[src/hw/psc_consts.svh]
// Constant macros for the strap configuration latch
`ifndef PSC_CONSTS_SVH
`define PSC_CONSTS_SVH

// Strap pin vector layout
`define PSC_STRAP_COUNT 12
`define PSC_PIN_ADDR_LO 0
`define PSC_PIN_ADDR_HI 2
`define PSC_PIN_CFG_LO 3
`define PSC_PIN_CFG_HI 5
`define PSC_PIN_ISO 6
`define PSC_PIN_SPEED 7
`define PSC_PIN_DUPLEX 8
`define PSC_PIN_AUTONEG 9
`define PSC_PIN_UNIQUE 10
`define PSC_PIN_TEST_N 11

// Pad levels with only the internal pulls acting
`define PSC_PULL_DEFAULTS 12'hb81

// Basic control register field positions
`define PSC_CTRL_DUPLEX_BIT 8
`define PSC_CTRL_ISO_BIT 10
`define PSC_CTRL_AUTONEG_BIT 12
`define PSC_CTRL_SPEED_BIT 13

// Advertisement speed capability field, 4 bits wide, {100fd,100hd,10fd,10hd}
`define PSC_ADV_ALL 4'hf
`define PSC_ADV_10_ONLY 4'h3

// Reset values of the latched straps
`define PSC_RST_ADDR 3'h1
`define PSC_RST_CFG 3'h0
`define PSC_RST_ISO 1'b0
`define PSC_RST_SPEED 1'b1
`define PSC_RST_DUPLEX 1'b1
`define PSC_RST_AUTONEG 1'b1
`define PSC_RST_UNIQUE 1'b0
`define PSC_RST_TEST_N 1'b1

// Interface mode codes
`define PSC_CFG_MII 3'h0
`define PSC_CFG_B2B 3'h6

// Width of the management address
`define PSC_ADDR_W 5
`define PSC_ADDR_UPPER 2'h0
`define PSC_ADDR_ZERO 5'h00

`endif

[src/hw/psc_pkg.sv]
// Types for the strap configuration latch
`default_nettype none
package psc_pkg;
  typedef enum logic [1:0] {
    PSC_MODE_MII,
    PSC_MODE_B2B,
    PSC_MODE_RSVD
  } psc_mode_e;

  typedef enum logic {
    PSC_ST_HOLD,
    PSC_ST_RUN
  } psc_state_e;
endpackage
`default_nettype wire

[src/hw/psc_strap_latch.sv]
// Strap configuration latch of a 10/100 transceiver
`timescale 1ns/1ps
`default_nettype none
`include "psc_consts.svh"

// Contract
// - Sample three address straps at reset release, any value 0 to 7.
// - Address straps at internal pull defaults give address 00001.
// - Upper two address bits are forced to 00.
// - Address 00000 is own unique address only with unique strap high.
// - Unique strap low makes address 0 a broadcast address.
// - Mode straps 000 give normal mode, 110 back-to-back, others reserved.
// - Isolate strap loads control bit 10, high enables isolate.
// - Speed strap loads control bit 13, high means 100 Mbps.
// - Speed strap also sets advertised speed capability bits.
// - Duplex strap loads control bit 8, high means full duplex.
// - Autoneg strap loads control bit 12, high enables autoneg.
// - Test strap sampled low enters gate-chain test mode.
// - Strap pins are inputs during reset and outputs afterwards.
module psc_strap_latch
  import psc_pkg::*;
#(
  parameter int STRAP_W = `PSC_STRAP_COUNT
) (
  input wire logic core_clk_in,
  input wire logic rst_in,
  input wire logic [STRAP_W-1:0] strap_pin_in,
  output logic [STRAP_W-1:0] strap_pin_out,
  output logic [STRAP_W-1:0] strap_pin_oe_out,
  input wire logic [STRAP_W-1:0] pin_func_in,
  input wire logic query_valid_in,
  input wire logic [`PSC_ADDR_W-1:0] query_addr_in,
  output logic addr_hit_out,
  output logic bcast_hit_out,
  output logic [`PSC_ADDR_W-1:0] mgmt_addr_strap_out,
  output logic addr_zero_unique_strap_out,
  output var psc_mode_e mode_out,
  output logic mode_reserved_out,
  output logic [15:0] ctrl_seed_out,
  output logic [3:0] adv_speed_out,
  output logic autoneg_enable_strap_out,
  output logic test_mode_out,
  output logic straps_valid_out
);
  logic [STRAP_W-1:0] strap_filt;
  psc_state_e state;
  psc_state_e next_state;
  logic capture;

  logic [2:0] addr_lo;
  logic [2:0] cfg;
  logic iso;
  logic speed;
  logic duplex;
  logic autoneg;
  logic unique_zero;
  logic test_n;
  logic [2:0] next_addr_lo;
  logic [2:0] next_cfg;
  logic next_iso;
  logic next_speed;
  logic next_duplex;
  logic next_autoneg;
  logic next_unique_zero;
  logic next_test_n;

  logic [STRAP_W-1:0] pin_q;
  logic [STRAP_W-1:0] next_pin_q;
  logic [STRAP_W-1:0] oe_q;
  logic [STRAP_W-1:0] next_oe_q;

  logic addr_hit;
  logic bcast_hit;
  logic next_addr_hit;
  logic next_bcast_hit;
  logic [`PSC_ADDR_W-1:0] own_addr;

  // Width check at elaboration
  if (STRAP_W != `PSC_STRAP_COUNT) begin : g_bad_width
    $error("psc_strap_latch: strap vector width must be twelve");
  end

  psc_strap_sync #(
    .W(STRAP_W)
  ) u_sync (
    .core_clk_in(core_clk_in),
    .pin_in(strap_pin_in),
    .filt_out(strap_filt)
  );

  // Sequencer
  always_comb begin
    next_state = state;
    capture = 1'b0;
    unique case (state)
      PSC_ST_HOLD: begin
        capture = 1'b1;
        next_state = PSC_ST_RUN;
      end
      PSC_ST_RUN: begin
        next_state = PSC_ST_RUN;
      end
    endcase
  end

  always_ff @(posedge core_clk_in) begin
    if (rst_in) begin
      state <= PSC_ST_HOLD;
    end else begin
      state <= next_state;
    end
  end

  // Strap capture
  always_comb begin
    next_addr_lo = addr_lo;
    next_cfg = cfg;
    next_iso = iso;
    next_speed = speed;
    next_duplex = duplex;
    next_autoneg = autoneg;
    next_unique_zero = unique_zero;
    next_test_n = test_n;
    if (capture) begin
      next_addr_lo = strap_filt[`PSC_PIN_ADDR_HI:`PSC_PIN_ADDR_LO];
      next_cfg = strap_filt[`PSC_PIN_CFG_HI:`PSC_PIN_CFG_LO];
      next_iso = strap_filt[`PSC_PIN_ISO];
      next_speed = strap_filt[`PSC_PIN_SPEED];
      next_duplex = strap_filt[`PSC_PIN_DUPLEX];
      next_autoneg = strap_filt[`PSC_PIN_AUTONEG];
      next_unique_zero = strap_filt[`PSC_PIN_UNIQUE];
      next_test_n = strap_filt[`PSC_PIN_TEST_N];
    end
  end

  always_ff @(posedge core_clk_in) begin
    if (rst_in) begin
      addr_lo <= `PSC_RST_ADDR;
      cfg <= `PSC_RST_CFG;
      iso <= `PSC_RST_ISO;
      speed <= `PSC_RST_SPEED;
      duplex <= `PSC_RST_DUPLEX;
      autoneg <= `PSC_RST_AUTONEG;
      unique_zero <= `PSC_RST_UNIQUE;
      test_n <= `PSC_RST_TEST_N;
    end else begin
      addr_lo <= next_addr_lo;
      cfg <= next_cfg;
      iso <= next_iso;
      speed <= next_speed;
      duplex <= next_duplex;
      autoneg <= next_autoneg;
      unique_zero <= next_unique_zero;
      test_n <= next_test_n;
    end
  end

  assign own_addr = {`PSC_ADDR_UPPER, addr_lo};

  // Address decode
  always_comb begin
    next_addr_hit = 1'b0;
    next_bcast_hit = 1'b0;
    if (query_valid_in && state == PSC_ST_RUN) begin
      next_addr_hit = (query_addr_in == own_addr) &&
                      ((own_addr != `PSC_ADDR_ZERO) || unique_zero);
      next_bcast_hit = (query_addr_in == `PSC_ADDR_ZERO) && !unique_zero;
    end
  end

  always_ff @(posedge core_clk_in) begin
    if (rst_in) begin
      addr_hit <= 1'b0;
      bcast_hit <= 1'b0;
    end else begin
      addr_hit <= next_addr_hit;
      bcast_hit <= next_bcast_hit;
    end
  end

  // Pin drivers
  always_comb begin
    next_pin_q = pin_func_in;
    next_oe_q = oe_q;
    if (state == PSC_ST_RUN) begin
      next_oe_q = {STRAP_W{1'b1}};
    end
  end

  always_ff @(posedge core_clk_in) begin
    if (rst_in) begin
      pin_q <= '0;
      oe_q <= '0;
    end else begin
      pin_q <= next_pin_q;
      oe_q <= next_oe_q;
    end
  end

  assign strap_pin_oe_out = rst_in ? '0 : oe_q;
  assign strap_pin_out = pin_q;

  assign mgmt_addr_strap_out = own_addr;
  assign addr_zero_unique_strap_out = unique_zero;
  assign addr_hit_out = addr_hit;
  assign bcast_hit_out = bcast_hit;
  assign straps_valid_out = (state == PSC_ST_RUN);

  always_comb begin
    mode_out = PSC_MODE_RSVD;
    if (cfg == `PSC_CFG_MII) begin
      mode_out = PSC_MODE_MII;
    end else if (cfg == `PSC_CFG_B2B) begin
      mode_out = PSC_MODE_B2B;
    end
  end
  assign mode_reserved_out = (mode_out == PSC_MODE_RSVD);

  // Control register seed
  always_comb begin
    ctrl_seed_out = 16'h0000;
    ctrl_seed_out[`PSC_CTRL_ISO_BIT] = iso;
    ctrl_seed_out[`PSC_CTRL_SPEED_BIT] = speed;
    ctrl_seed_out[`PSC_CTRL_DUPLEX_BIT] = duplex;
    ctrl_seed_out[`PSC_CTRL_AUTONEG_BIT] = autoneg;
  end
  assign autoneg_enable_strap_out = autoneg;

  assign adv_speed_out = speed ? `PSC_ADV_ALL : `PSC_ADV_10_ONLY;
  assign test_mode_out = !test_n;
endmodule // psc_strap_latch
`default_nettype wire

[src/hw/psc_strap_sync.sv]
// Three-stage synchroniser with agreement filter for strap pins
`timescale 1ns/1ps
`default_nettype none
module psc_strap_sync #(
  parameter int W = 12
) (
  input wire logic core_clk_in,
  input wire logic [W-1:0] pin_in,
  output logic [W-1:0] filt_out
);
  logic [W-1:0] s1;
  logic [W-1:0] s2;
  logic [W-1:0] s3;
  logic [W-1:0] filt;
  logic [W-1:0] next_filt;

  // Width check at elaboration
  if (W < 1) begin : g_bad_width
    $error("psc_strap_sync: width must be at least one");
  end

  genvar i;
  generate
    for (i = 0; i < W; i++) begin : g_bit
      // Change counts once stages two and three agree
      always_comb begin
        next_filt[i] = (s2[i] == s3[i]) ? s3[i] : filt[i];
      end
    end
  endgenerate

  always_ff @(posedge core_clk_in) begin
    s1 <= pin_in;
    s2 <= s1;
    s3 <= s2;
    filt <= next_filt;
  end

  assign filt_out = filt;
endmodule // psc_strap_sync
`default_nettype wire

[config.mk]
export PLATFORM = sky130hd
export DESIGN_NAME = psc_strap_latch
export DESIGN_NICKNAME = d
export VERILOG_FILES = /design/src/hw/psc_pkg.sv /design/src/hw/psc_strap_latch.sv /design/src/hw/psc_strap_sync.sv
export VERILOG_INCLUDE_DIRS = /design/src /design/src/hw
export SDC_FILE = /design/constraint.sdc
export NUM_CORES = 1
export LEC_CHECK = 0
export BUFFER_PORTS_ARGS = -buffer_cell sky130_fd_sc_hd__buf_2
export CAP_MARGIN = 40
export CORE_MARGIN = 4
export CORE_UTILIZATION = 43
export CTS_CLUSTER_DIAMETER = 50
export DETAILED_ROUTE_END_ITERATION = 10
export GPL_ROUTABILITY_DRIVEN = 0
export PLACE_DENSITY = 0.83
export SYNTH_ARGS = -nofsm -noshare
export SYNTH_HDL_FRONTEND = slang
export SYNTH_SLANG_ARGS = --single-unit
[constraint.sdc]
create_clock -name core_clk_in -period 1.4 [get_ports core_clk_in]
set_clock_uncertainty 0.2 [all_clocks]
set_input_delay 0.14 -clock core_clk_in [delete_from_list [all_inputs] [get_ports core_clk_in]]
set_output_delay 0.14 -clock core_clk_in [all_outputs]
set_load 0.05 [all_outputs]
=== Word-level counts from Yosys, hierarchy flattened ===
Cells that the tools add are included.

* Eq/ne operators: 15
* Muxes and demuxes: 5
* Bitwise operators: 1
* Reduce and logical (&&, ||, !) cells: 10

{| class="wikitable"
|+ Operator list
! cell !! count
|-
| equality test 1 bit || 12
|-
| two-way mux 12 bit || 1
|-
| equality test 5 x 3 -> 1 bit || 1
|-
| logical NOT 5 bit || 1
|-
| nonzero test 5 bit || 1
|-
| two-way mux 2 bit || 2
|-
| two-way mux 4 bit || 1
|-
| equality test 3 bit, second input constant || 1
|-
| logical AND 1 bit || 3
|-
| logical NOT 3 bit || 1
|-
| equality test 2 bit, second input constant || 1
|-
| logical NOT 1 bit || 2
|-
| OR reduction 2 bit || 1
|-
| logical OR 1 bit || 1
|-
| two-way mux 1 bit || 1
|-
| inverter 1 bit || 1
|}

* Register bits after elaboration: 76
* Input bits: 32
* Output and inout bits: 58
* Logic and storage cells: 59

=== Longest topological paths before layout ===
Gate-level depths: netlist of run 1.

* Word-level depth: 4
* Mapped depth: 4
* Gate-level depth less buffers: 3

=== Modules after synthesis ===
From an unflattened synthesis of run 1, not the netlist that was laid out.

* Cells, all modules: 183
* Area total of the unflattened synthesis: 2381.0 sq um

{| class="wikitable"
|+ Modules (own cells, without submodules)
! module !! instances !! cells an instance !! area each (sq um) !! sequential area each (sq um)
|-
| psc_strap_latch || 1 || 123 || 1194.9 || 560.5
|-
| psc_strap_sync || 1 || 60 || 1186.1 || 1081.0
|}

=== Worst setup path before layout of run 1 ===
OpenSTA, ideal clock, no wires.

* Path kind: in2out
* Start: in rst_in
* End: out strap_pin_oe_out[10]
* Arrival time: 1.762 ns
* Required time: 1.060 ns
* Path slack: -0.702 ns
* Cell stages on the path: 3
* Path buffers: 2
* Cells stage by stage: buf_1 nor2b_1 buf_4

* Word-level cells in the longest chain between the ends: 1

{| class="wikitable"
|+ Ends and longest elaborated chain
! item !! RTL line !! RTL
|-
| from (decl) || psc_strap_latch.sv:26 || <nowiki>input wire logic rst_in,</nowiki>
|-
| two-way mux 12 bit || psc_strap_latch.sv:200 || <nowiki>assign strap_pin_oe_out = rst_in ? '0 : oe_q;</nowiki>
|-
| to (decl) || psc_strap_latch.sv:29 || <nowiki>output logic [STRAP_W-1:0] strap_pin_oe_out,</nowiki>
|}

Every way passes these cells.

=== Worst setup path after layout of run 1 ===
* Start: reg, netlist name oe_q[0]
* End: out strap_pin_oe_out[2]

* Word-level cells in the longest chain between the ends: 1

{| class="wikitable"
|+ Ends and longest elaborated chain
! item !! RTL line
|-
| two-way mux 12 bit || psc_strap_latch.sv:200
|}

Every way passes these cells.

==> results of run 1 <==
-- metal layers --
layer | up-vias | routed length, µm | share of wire [%]
met4 | 0 | 112 | 2.7
li1 | 730 | - | -
met2 | 60 | 2100 | 51
met3 | 11 | 363 | 8.9
met1 | 629 | 1505 | 37
met5 | - | 0 | 0
-- cell families after synthesis --
group,share of synthesized area (%)
AO/OA/AOI/OAI,0.6304
XOR/XNOR,5.518
buffers and inverters,11.77
flip-flops,68.94
multiplexers,5.045
other,0.3154
AND/OR/NAND/NOR,7.778
-- flip-flops by register name, indices dropped and copies added (netlist names), 3 cells and up --
| name | cells |
|---|---|
| u_sync.s1 | 12 |
| u_sync.s2 | 12 |
| u_sync.s3 | 12 |
| u_sync.filt_out | 12 |
| addr_lo | 3 |
| cfg | 3 |
| strap_pin_out | 12 |
-- worst max path at each step --
stage / start / endpoint / slack (ps) / depth (start not counted)
2_1_floorplan: rst_in / strap_pin_oe_out[10] / -40 / 3
4_1_cts: oe_q[0] / strap_pin_oe_out[8] / -100 / 2
6_report: oe_q[0] / strap_pin_oe_out[2] / -80 / 2
3_5_place_dp: addr_lo[2] / addr_hit_out / 90 / 3
5_1_grt: oe_q[0] / strap_pin_oe_out[7] / -160 / 2
3_3_place_gp: addr_lo[2] / addr_hit_out / 120 / 3
-- worst max-delay path, stage by stage (launching register included) --
cell     delay (ps)
dfxtp_2         350
nor2b_4         260
buf_6           200
-- per-stage QoR --
| stage | power (µW) | setup WS [ps] | cell area [µm²] | hold WS [ps] | util (%) |
|---|---|---|---|---|---|
| 3_3_place_gp | 3048 | 120.9 | 2663 | 41.85 | 50.84 |
| 6_report | 4575 | -81.87 | 3374 | 28.49 | 64.43 |
| 4_1_cts | 4598 | -99.09 | 3262 | 8.799 | 62.28 |
| 5_1_grt | 4797 | -157.7 | 3374 | 33.24 | 64.43 |
| 3_5_place_dp | 3065 | 91.40 | 2663 | 43.58 | 50.84 |
| 2_1_floorplan | 3005 | -36.39 | 2474 | -32.28 | - |
-- cells in the mapped netlist --
cell type / number / share of area (%)
dfxtp_1: 64 / 54
buf_4: 34 / 11
nor2b_1: 13 / 3.4
xnor2_1: 13 / 4.8
edfxtp_1: 12 / 15
mux2i_1: 12 / 5.0
nor2_1: 11 / 1.7
nand2_1: 6 / 0.95
buf_2: 2 / 0.42
conb_1: 2 / 0.32
inv_1: 2 / 0.32
xor2_1: 2 / 0.74
a2111oi_2: 1 / 0.63
and3b_1: 1 / 0.37
buf_1: 1 / 0.16
clkbuf_1: 1 / 0.16
nand2b_1: 1 / 0.26
nand4_1: 1 / 0.26
nor3_1: 1 / 0.21
or3_1: 1 / 0.26
or4_1: 1 / 0.32
-- power by group --
part	total (µW)	internal [µW]	switching, µW
Sequential	2420	2350	64.3
Clock	1400	650	748
Combinational	762	282	479
Total	4580	3280	1290
-- cell type report --
class                   instances  area, µm²
fillers                       383       1863
flip-flops and latches         76       1668
repair buffers                109      878.3
multi-input cells              81      564.3
clock buffers                  11      131.4
well taps                      70      87.58
clock inverters                 5      37.54
inverters                       2      7.507
-- what timing repair did --
item                                    in CTS  in global routing
buffers inserted                             1                  1
endpoints found under the setup margin      15                 17
gates resized for setup                     34                 21
hold buffers                                31                  1
pin swaps                                    1                  4
cloned                                       1                  0
endpoints found under the hold margin       30                  2
==> flow_summary_export.csv, run 1 <==
group,metric,value,unit
floorplan,ios,90,
layout,area_growth_syn_to_layout,41.72,%
critical_path,ff2ff_setup_slack,80,ps
route,vias_per_cell,4.040,
floorplan,die_x,82.41,µm
timing,finalCritPeriodShare,105.8,%
synthesis,ys_ff_latch,76,
route,ant_nets,0,
route,first_pass_iters,4,
synthesis,synth_area,0.002381,mm²
timing,tns,-996.4,ps
critical_path,r2r-start,"addr_lo[2]",
synthesis,syn_inst,182,
hold_path,holdPathStages,3,
synthesis,yosys_warnings,0,
synthesis,synth_area_per_cell,13.08,µm²
timing,max_freq,674.8,MHz
floorplan,die_h,82.41,µm
hold_path,hp-class,"in2reg",
hold_path,whs_endpoint,"straps_valid_out",
route,drc,0,
job,max-cap-violations,0,
hold_path,hold_path_startpoint,"rst_in",
critical_path,worstPathMaxFanout,6,
global_routing,global_route.usage.met2,20.11,%
timing,hold_viol_final,0,
layout,drive_gt1_share,37.68,%
critical_path,worstSetupEndpointType,"output port",
layout,layout.nets,311,
floorplan,coreArea,0.005238,mm²
clocking,cts.htree.levels,3,
route,drt_iter0_markers,14,
power_and_ir_drop,p_leak,0.001510,µW
layout,layout_common_cells,"57 x buf_2, 55 x dfxtp_1, 31 x dlygate4sd3_1",
place,dp.cells,304,
power_and_ir_drop,powerDensity,1356,mW/mm²
route,wirelength,4.082,mm
floorplan,rows,26,
global_routing,grt_pass1_wl,5.968,mm
clocking,clk_pin_slew,80,ps
timing,setup_violations,15,
outcome,status,"finished, violations left",
global_routing,gr-usage-met1,12.39,%
global_routing,grt_pass1_vias,1395,
place,place.detailed.hpwl,2.637,mm
timing,period_needed,1482,ps
route,wl_per_cell,11.53,µm
floorplan,initial_utilization,45.46,%
synthesis,synth_cell_types,21,
route,vias,1430,
critical_path,crit_type,"reg2out",
clocking,tritoncts,"built",
layout,layout_commonest_cell,"buf_2",
global_routing,grt.busiest_layer,"met2",
layout,antenna_cells,0,
floorplan,dieArea,0.006791,mm²
global_routing,globalRouteOverflowTotal,0,
outcome,violations,"setup timing",
clocking,cts_buffers,9,
timing,rsz0062_at_grt,"yes",
timing,setup_slack,-81.87,ps
critical_path,arrival,1140,ps
clocking,clk_latency,330,ps
clocking,cts_sinks,76,
critical_path,required,1060,ps
timing,finalMaxSlewViolations,0,
global_routing,grt_use_met3,5.098,%
critical_path,timing.rr.end,"addr_hit_out",
synthesis,seq_area_frac_synth,68.94,%
place,io_buffers,73,
clocking,cts.path.max_buffers,2,
power_and_ir_drop,ir_worst_vdd,854.2,µV
clocking,cts-root-buf,"clkbuf_8",
layout,final_cells,354,
global_routing,antenna_found_initial,0,
critical_path,reg2reg_depth,3,
critical_path,cp-start-kind,"flop",
global_routing,grt_usage,12.27,%
global_routing,grt_max_degree,17,
Power figures use the tool's default switching activity.
==> run 2, diff against run 1 <==
--- a/config.mk
+++ b/config.mk
@@ -8,7 +8,7 @@
 export LEC_CHECK = 0
 export BUFFER_PORTS_ARGS = -buffer_cell sky130_fd_sc_hd__buf_2
 export CAP_MARGIN = 40
-export CORE_MARGIN = 4
+export CORE_MARGIN = 10
 export CORE_UTILIZATION = 43
 export CTS_CLUSTER_DIAMETER = 50
 export DETAILED_ROUTE_END_ITERATION = 10
==> constraint.sdc (replaced) <==
create_clock -name core_clk_in -period 1.4 [get_ports core_clk_in]
set_clock_uncertainty 0.2 [all_clocks]
set_input_delay 0.42 -clock core_clk_in [delete_from_list [all_inputs] [get_ports core_clk_in]]
set_output_delay 0.42 -clock core_clk_in [all_outputs]
set_load 0.05 [all_outputs]
==> run 2 against run 1 <==
Effect of this change:
- the run still ends with setup timing left
- wire length rose by 21%
- non-clock buffer count is 15 lower
- via count fell by 1.6%
- utilization increased by 0.81 points
- first-iteration DRC count increased to 5.4 times the previous value
- count of clock-buffer cells in the layout is the same
- global-route usage fell by 1.5 points
- hold slack improved by 58 ps
- design area rose by 5.2%
- fmax is 16% lower
- critical path type unchanged
- critical endpoint is now strap_pin_oe_out[11]
==> flow_summary_export.csv, run 2 (synthesis results as in run 1) <==
group,metric,value,unit
outcome,status,"finished, violations left",
outcome,violations,"setup timing",
critical_path,reg2reg_depth,3,
critical_path,worstPathMaxFanout,6,
layout,antenna_cells,0,
route,vias_per_cell,4.126,
power_and_ir_drop,finalPower,4841,µW
route,drc,0,
floorplan,rows,27,
clocking,cts.htree.levels,3,
power_and_ir_drop,p_leak,0.001546,µW
timing,finalMaxSlewViolations,0,
timing,setup_violations,42,
clocking,cts.path.max_buffers,2,
timing,hold_viol_final,0,
layout,layout.nets,296,
route,wl_per_cell,14.45,µm
critical_path,worstSetupEndpointType,"output port",
global_routing,grt_pass1_wl,7.113,mm
critical_path,arrival,1140,ps
timing,max_freq,566.7,MHz
global_routing,antenna_found_initial,0,
route,vias,1407,
power_and_ir_drop,ir_worst_vdd,1032,µV
clocking,cts_sinks,76,
layout,layout_common_cells,"36 x dfxtp_1, 31 x buf_2, 27 x buf_8",
route,ant_nets,0,
hold_path,hp-class,"in2reg",
job,max-cap-violations,0,
clocking,tritoncts,"built",
critical_path,cp-start-kind,"flop",
floorplan,die_h,94.41,µm
clocking,cts_buffers,9,
timing,tns,-6535,ps
clocking,cts-root-buf,"clkbuf_8",
route,first_pass_iters,4,
power_and_ir_drop,powerDensity,1364,mW/mm²
hold_path,holdPathStages,2,
global_routing,grt_pass1_vias,1469,
critical_path,crit_type,"reg2out",
floorplan,ios,90,
floorplan,coreArea,0.005439,mm²
place,place.detailed.hpwl,3.194,mm
floorplan,initial_utilization,43.78,%
layout,final_cells,341,
place,io_buffers,73,
route,drt_iter0_markers,75,
layout,layout_commonest_cell,"dfxtp_1",
place,dp.cells,306,
clocking,clk_pin_slew,80,ps
global_routing,grt_max_degree,22,
layout,drive_gt1_share,48.70,%
global_routing,globalRouteOverflowTotal,0,
timing,rsz0062_at_grt,"yes",
route,wirelength,4.928,mm
global_routing,grt_usage,10.74,%
clocking,clk_latency,330,ps
layout,area_growth_syn_to_layout,49.03,%
floorplan,dieArea,0.008913,mm²
floorplan,die_x,94.41,µm
timing,period_needed,1765,ps
timing,finalCritPeriodShare,126.1,%
critical_path,required,780,ps
layout,final_util,65.24,%
timing,setup_slack,-364.7,ps
==> run 2: layout make-up <==
cell class / instances / area, µm²
fill: 380 / 1891
sequential: 76 / 1699
timing repair buffer: 94 / 985.9
multi-input combinational: 81 / 573.1
clock buffer: 11 / 141.4
tap: 72 / 90.09
clock inverter: 5 / 51.30
inverter: 2 / 7.507
==> run 2: metal layers <==
metal / global-route usage (%) / wire [µm] / vias up
li1: - / - / 696
met1: 9.606 / 1692 / 651
met2: 19.68 / 2871 / 48
met3: 3.569 / 211 / 12
met4: 7.848 / 153 / 0
met5: 0 / 0 / -
==> run 2: timing repair <==
item | 4_1_cts | 5_1_grt
hold endpoints to repair | 12 | 0
setup buffers | 3 | 3
cloned | 1 | 0
pin swaps | 1 | 1
setup endpoints to repair | 42 | 45
gates resized for setup | 130 | 24
hold buffers | 12 | 0
==> run 2: final timing paths <==
| path | start | to | slack [ps] |
|---|---|---|---|
| setup reg to reg | addr_lo[2] | addr_hit_out | 30 |
| setup / recovery | oe_q[0] | strap_pin_oe_out[11] | -360 |
| hold / removal | pin_func_in[7] | strap_pin_out[7] | 90 |
| hold reg to reg | u_sync.s1[5] | u_sync.s2[5] | 120 |
==> run 2: worst max-delay path, stage by stage, from the launching register on <==
cell	delay, ps
dfxtp_2	350
nor2b_4	170
buf_12	150
buf_12	140
==> run 2: report_power, final <==
| part | switching [µW] | internal, µW | total [µW] |
|---|---|---|---|
| clock network | 718 | 860 | 1580 |
| logic | 492 | 337 | 829 |
| registers | 79.2 | 2360 | 2430 |
==> run 2: metrics by stage <==
step	setup WS (ps)	hold slack, ps	instance area [µm²]
after global placement	-264.5	109.8	2681
after floorplan	-506.0	109.6	2539
after global routing	-428.8	74.26	3548
after detailed placement	-276.9	114.7	2681
final	-364.7	86.65	3548
after CTS	-386.4	71.28	3403
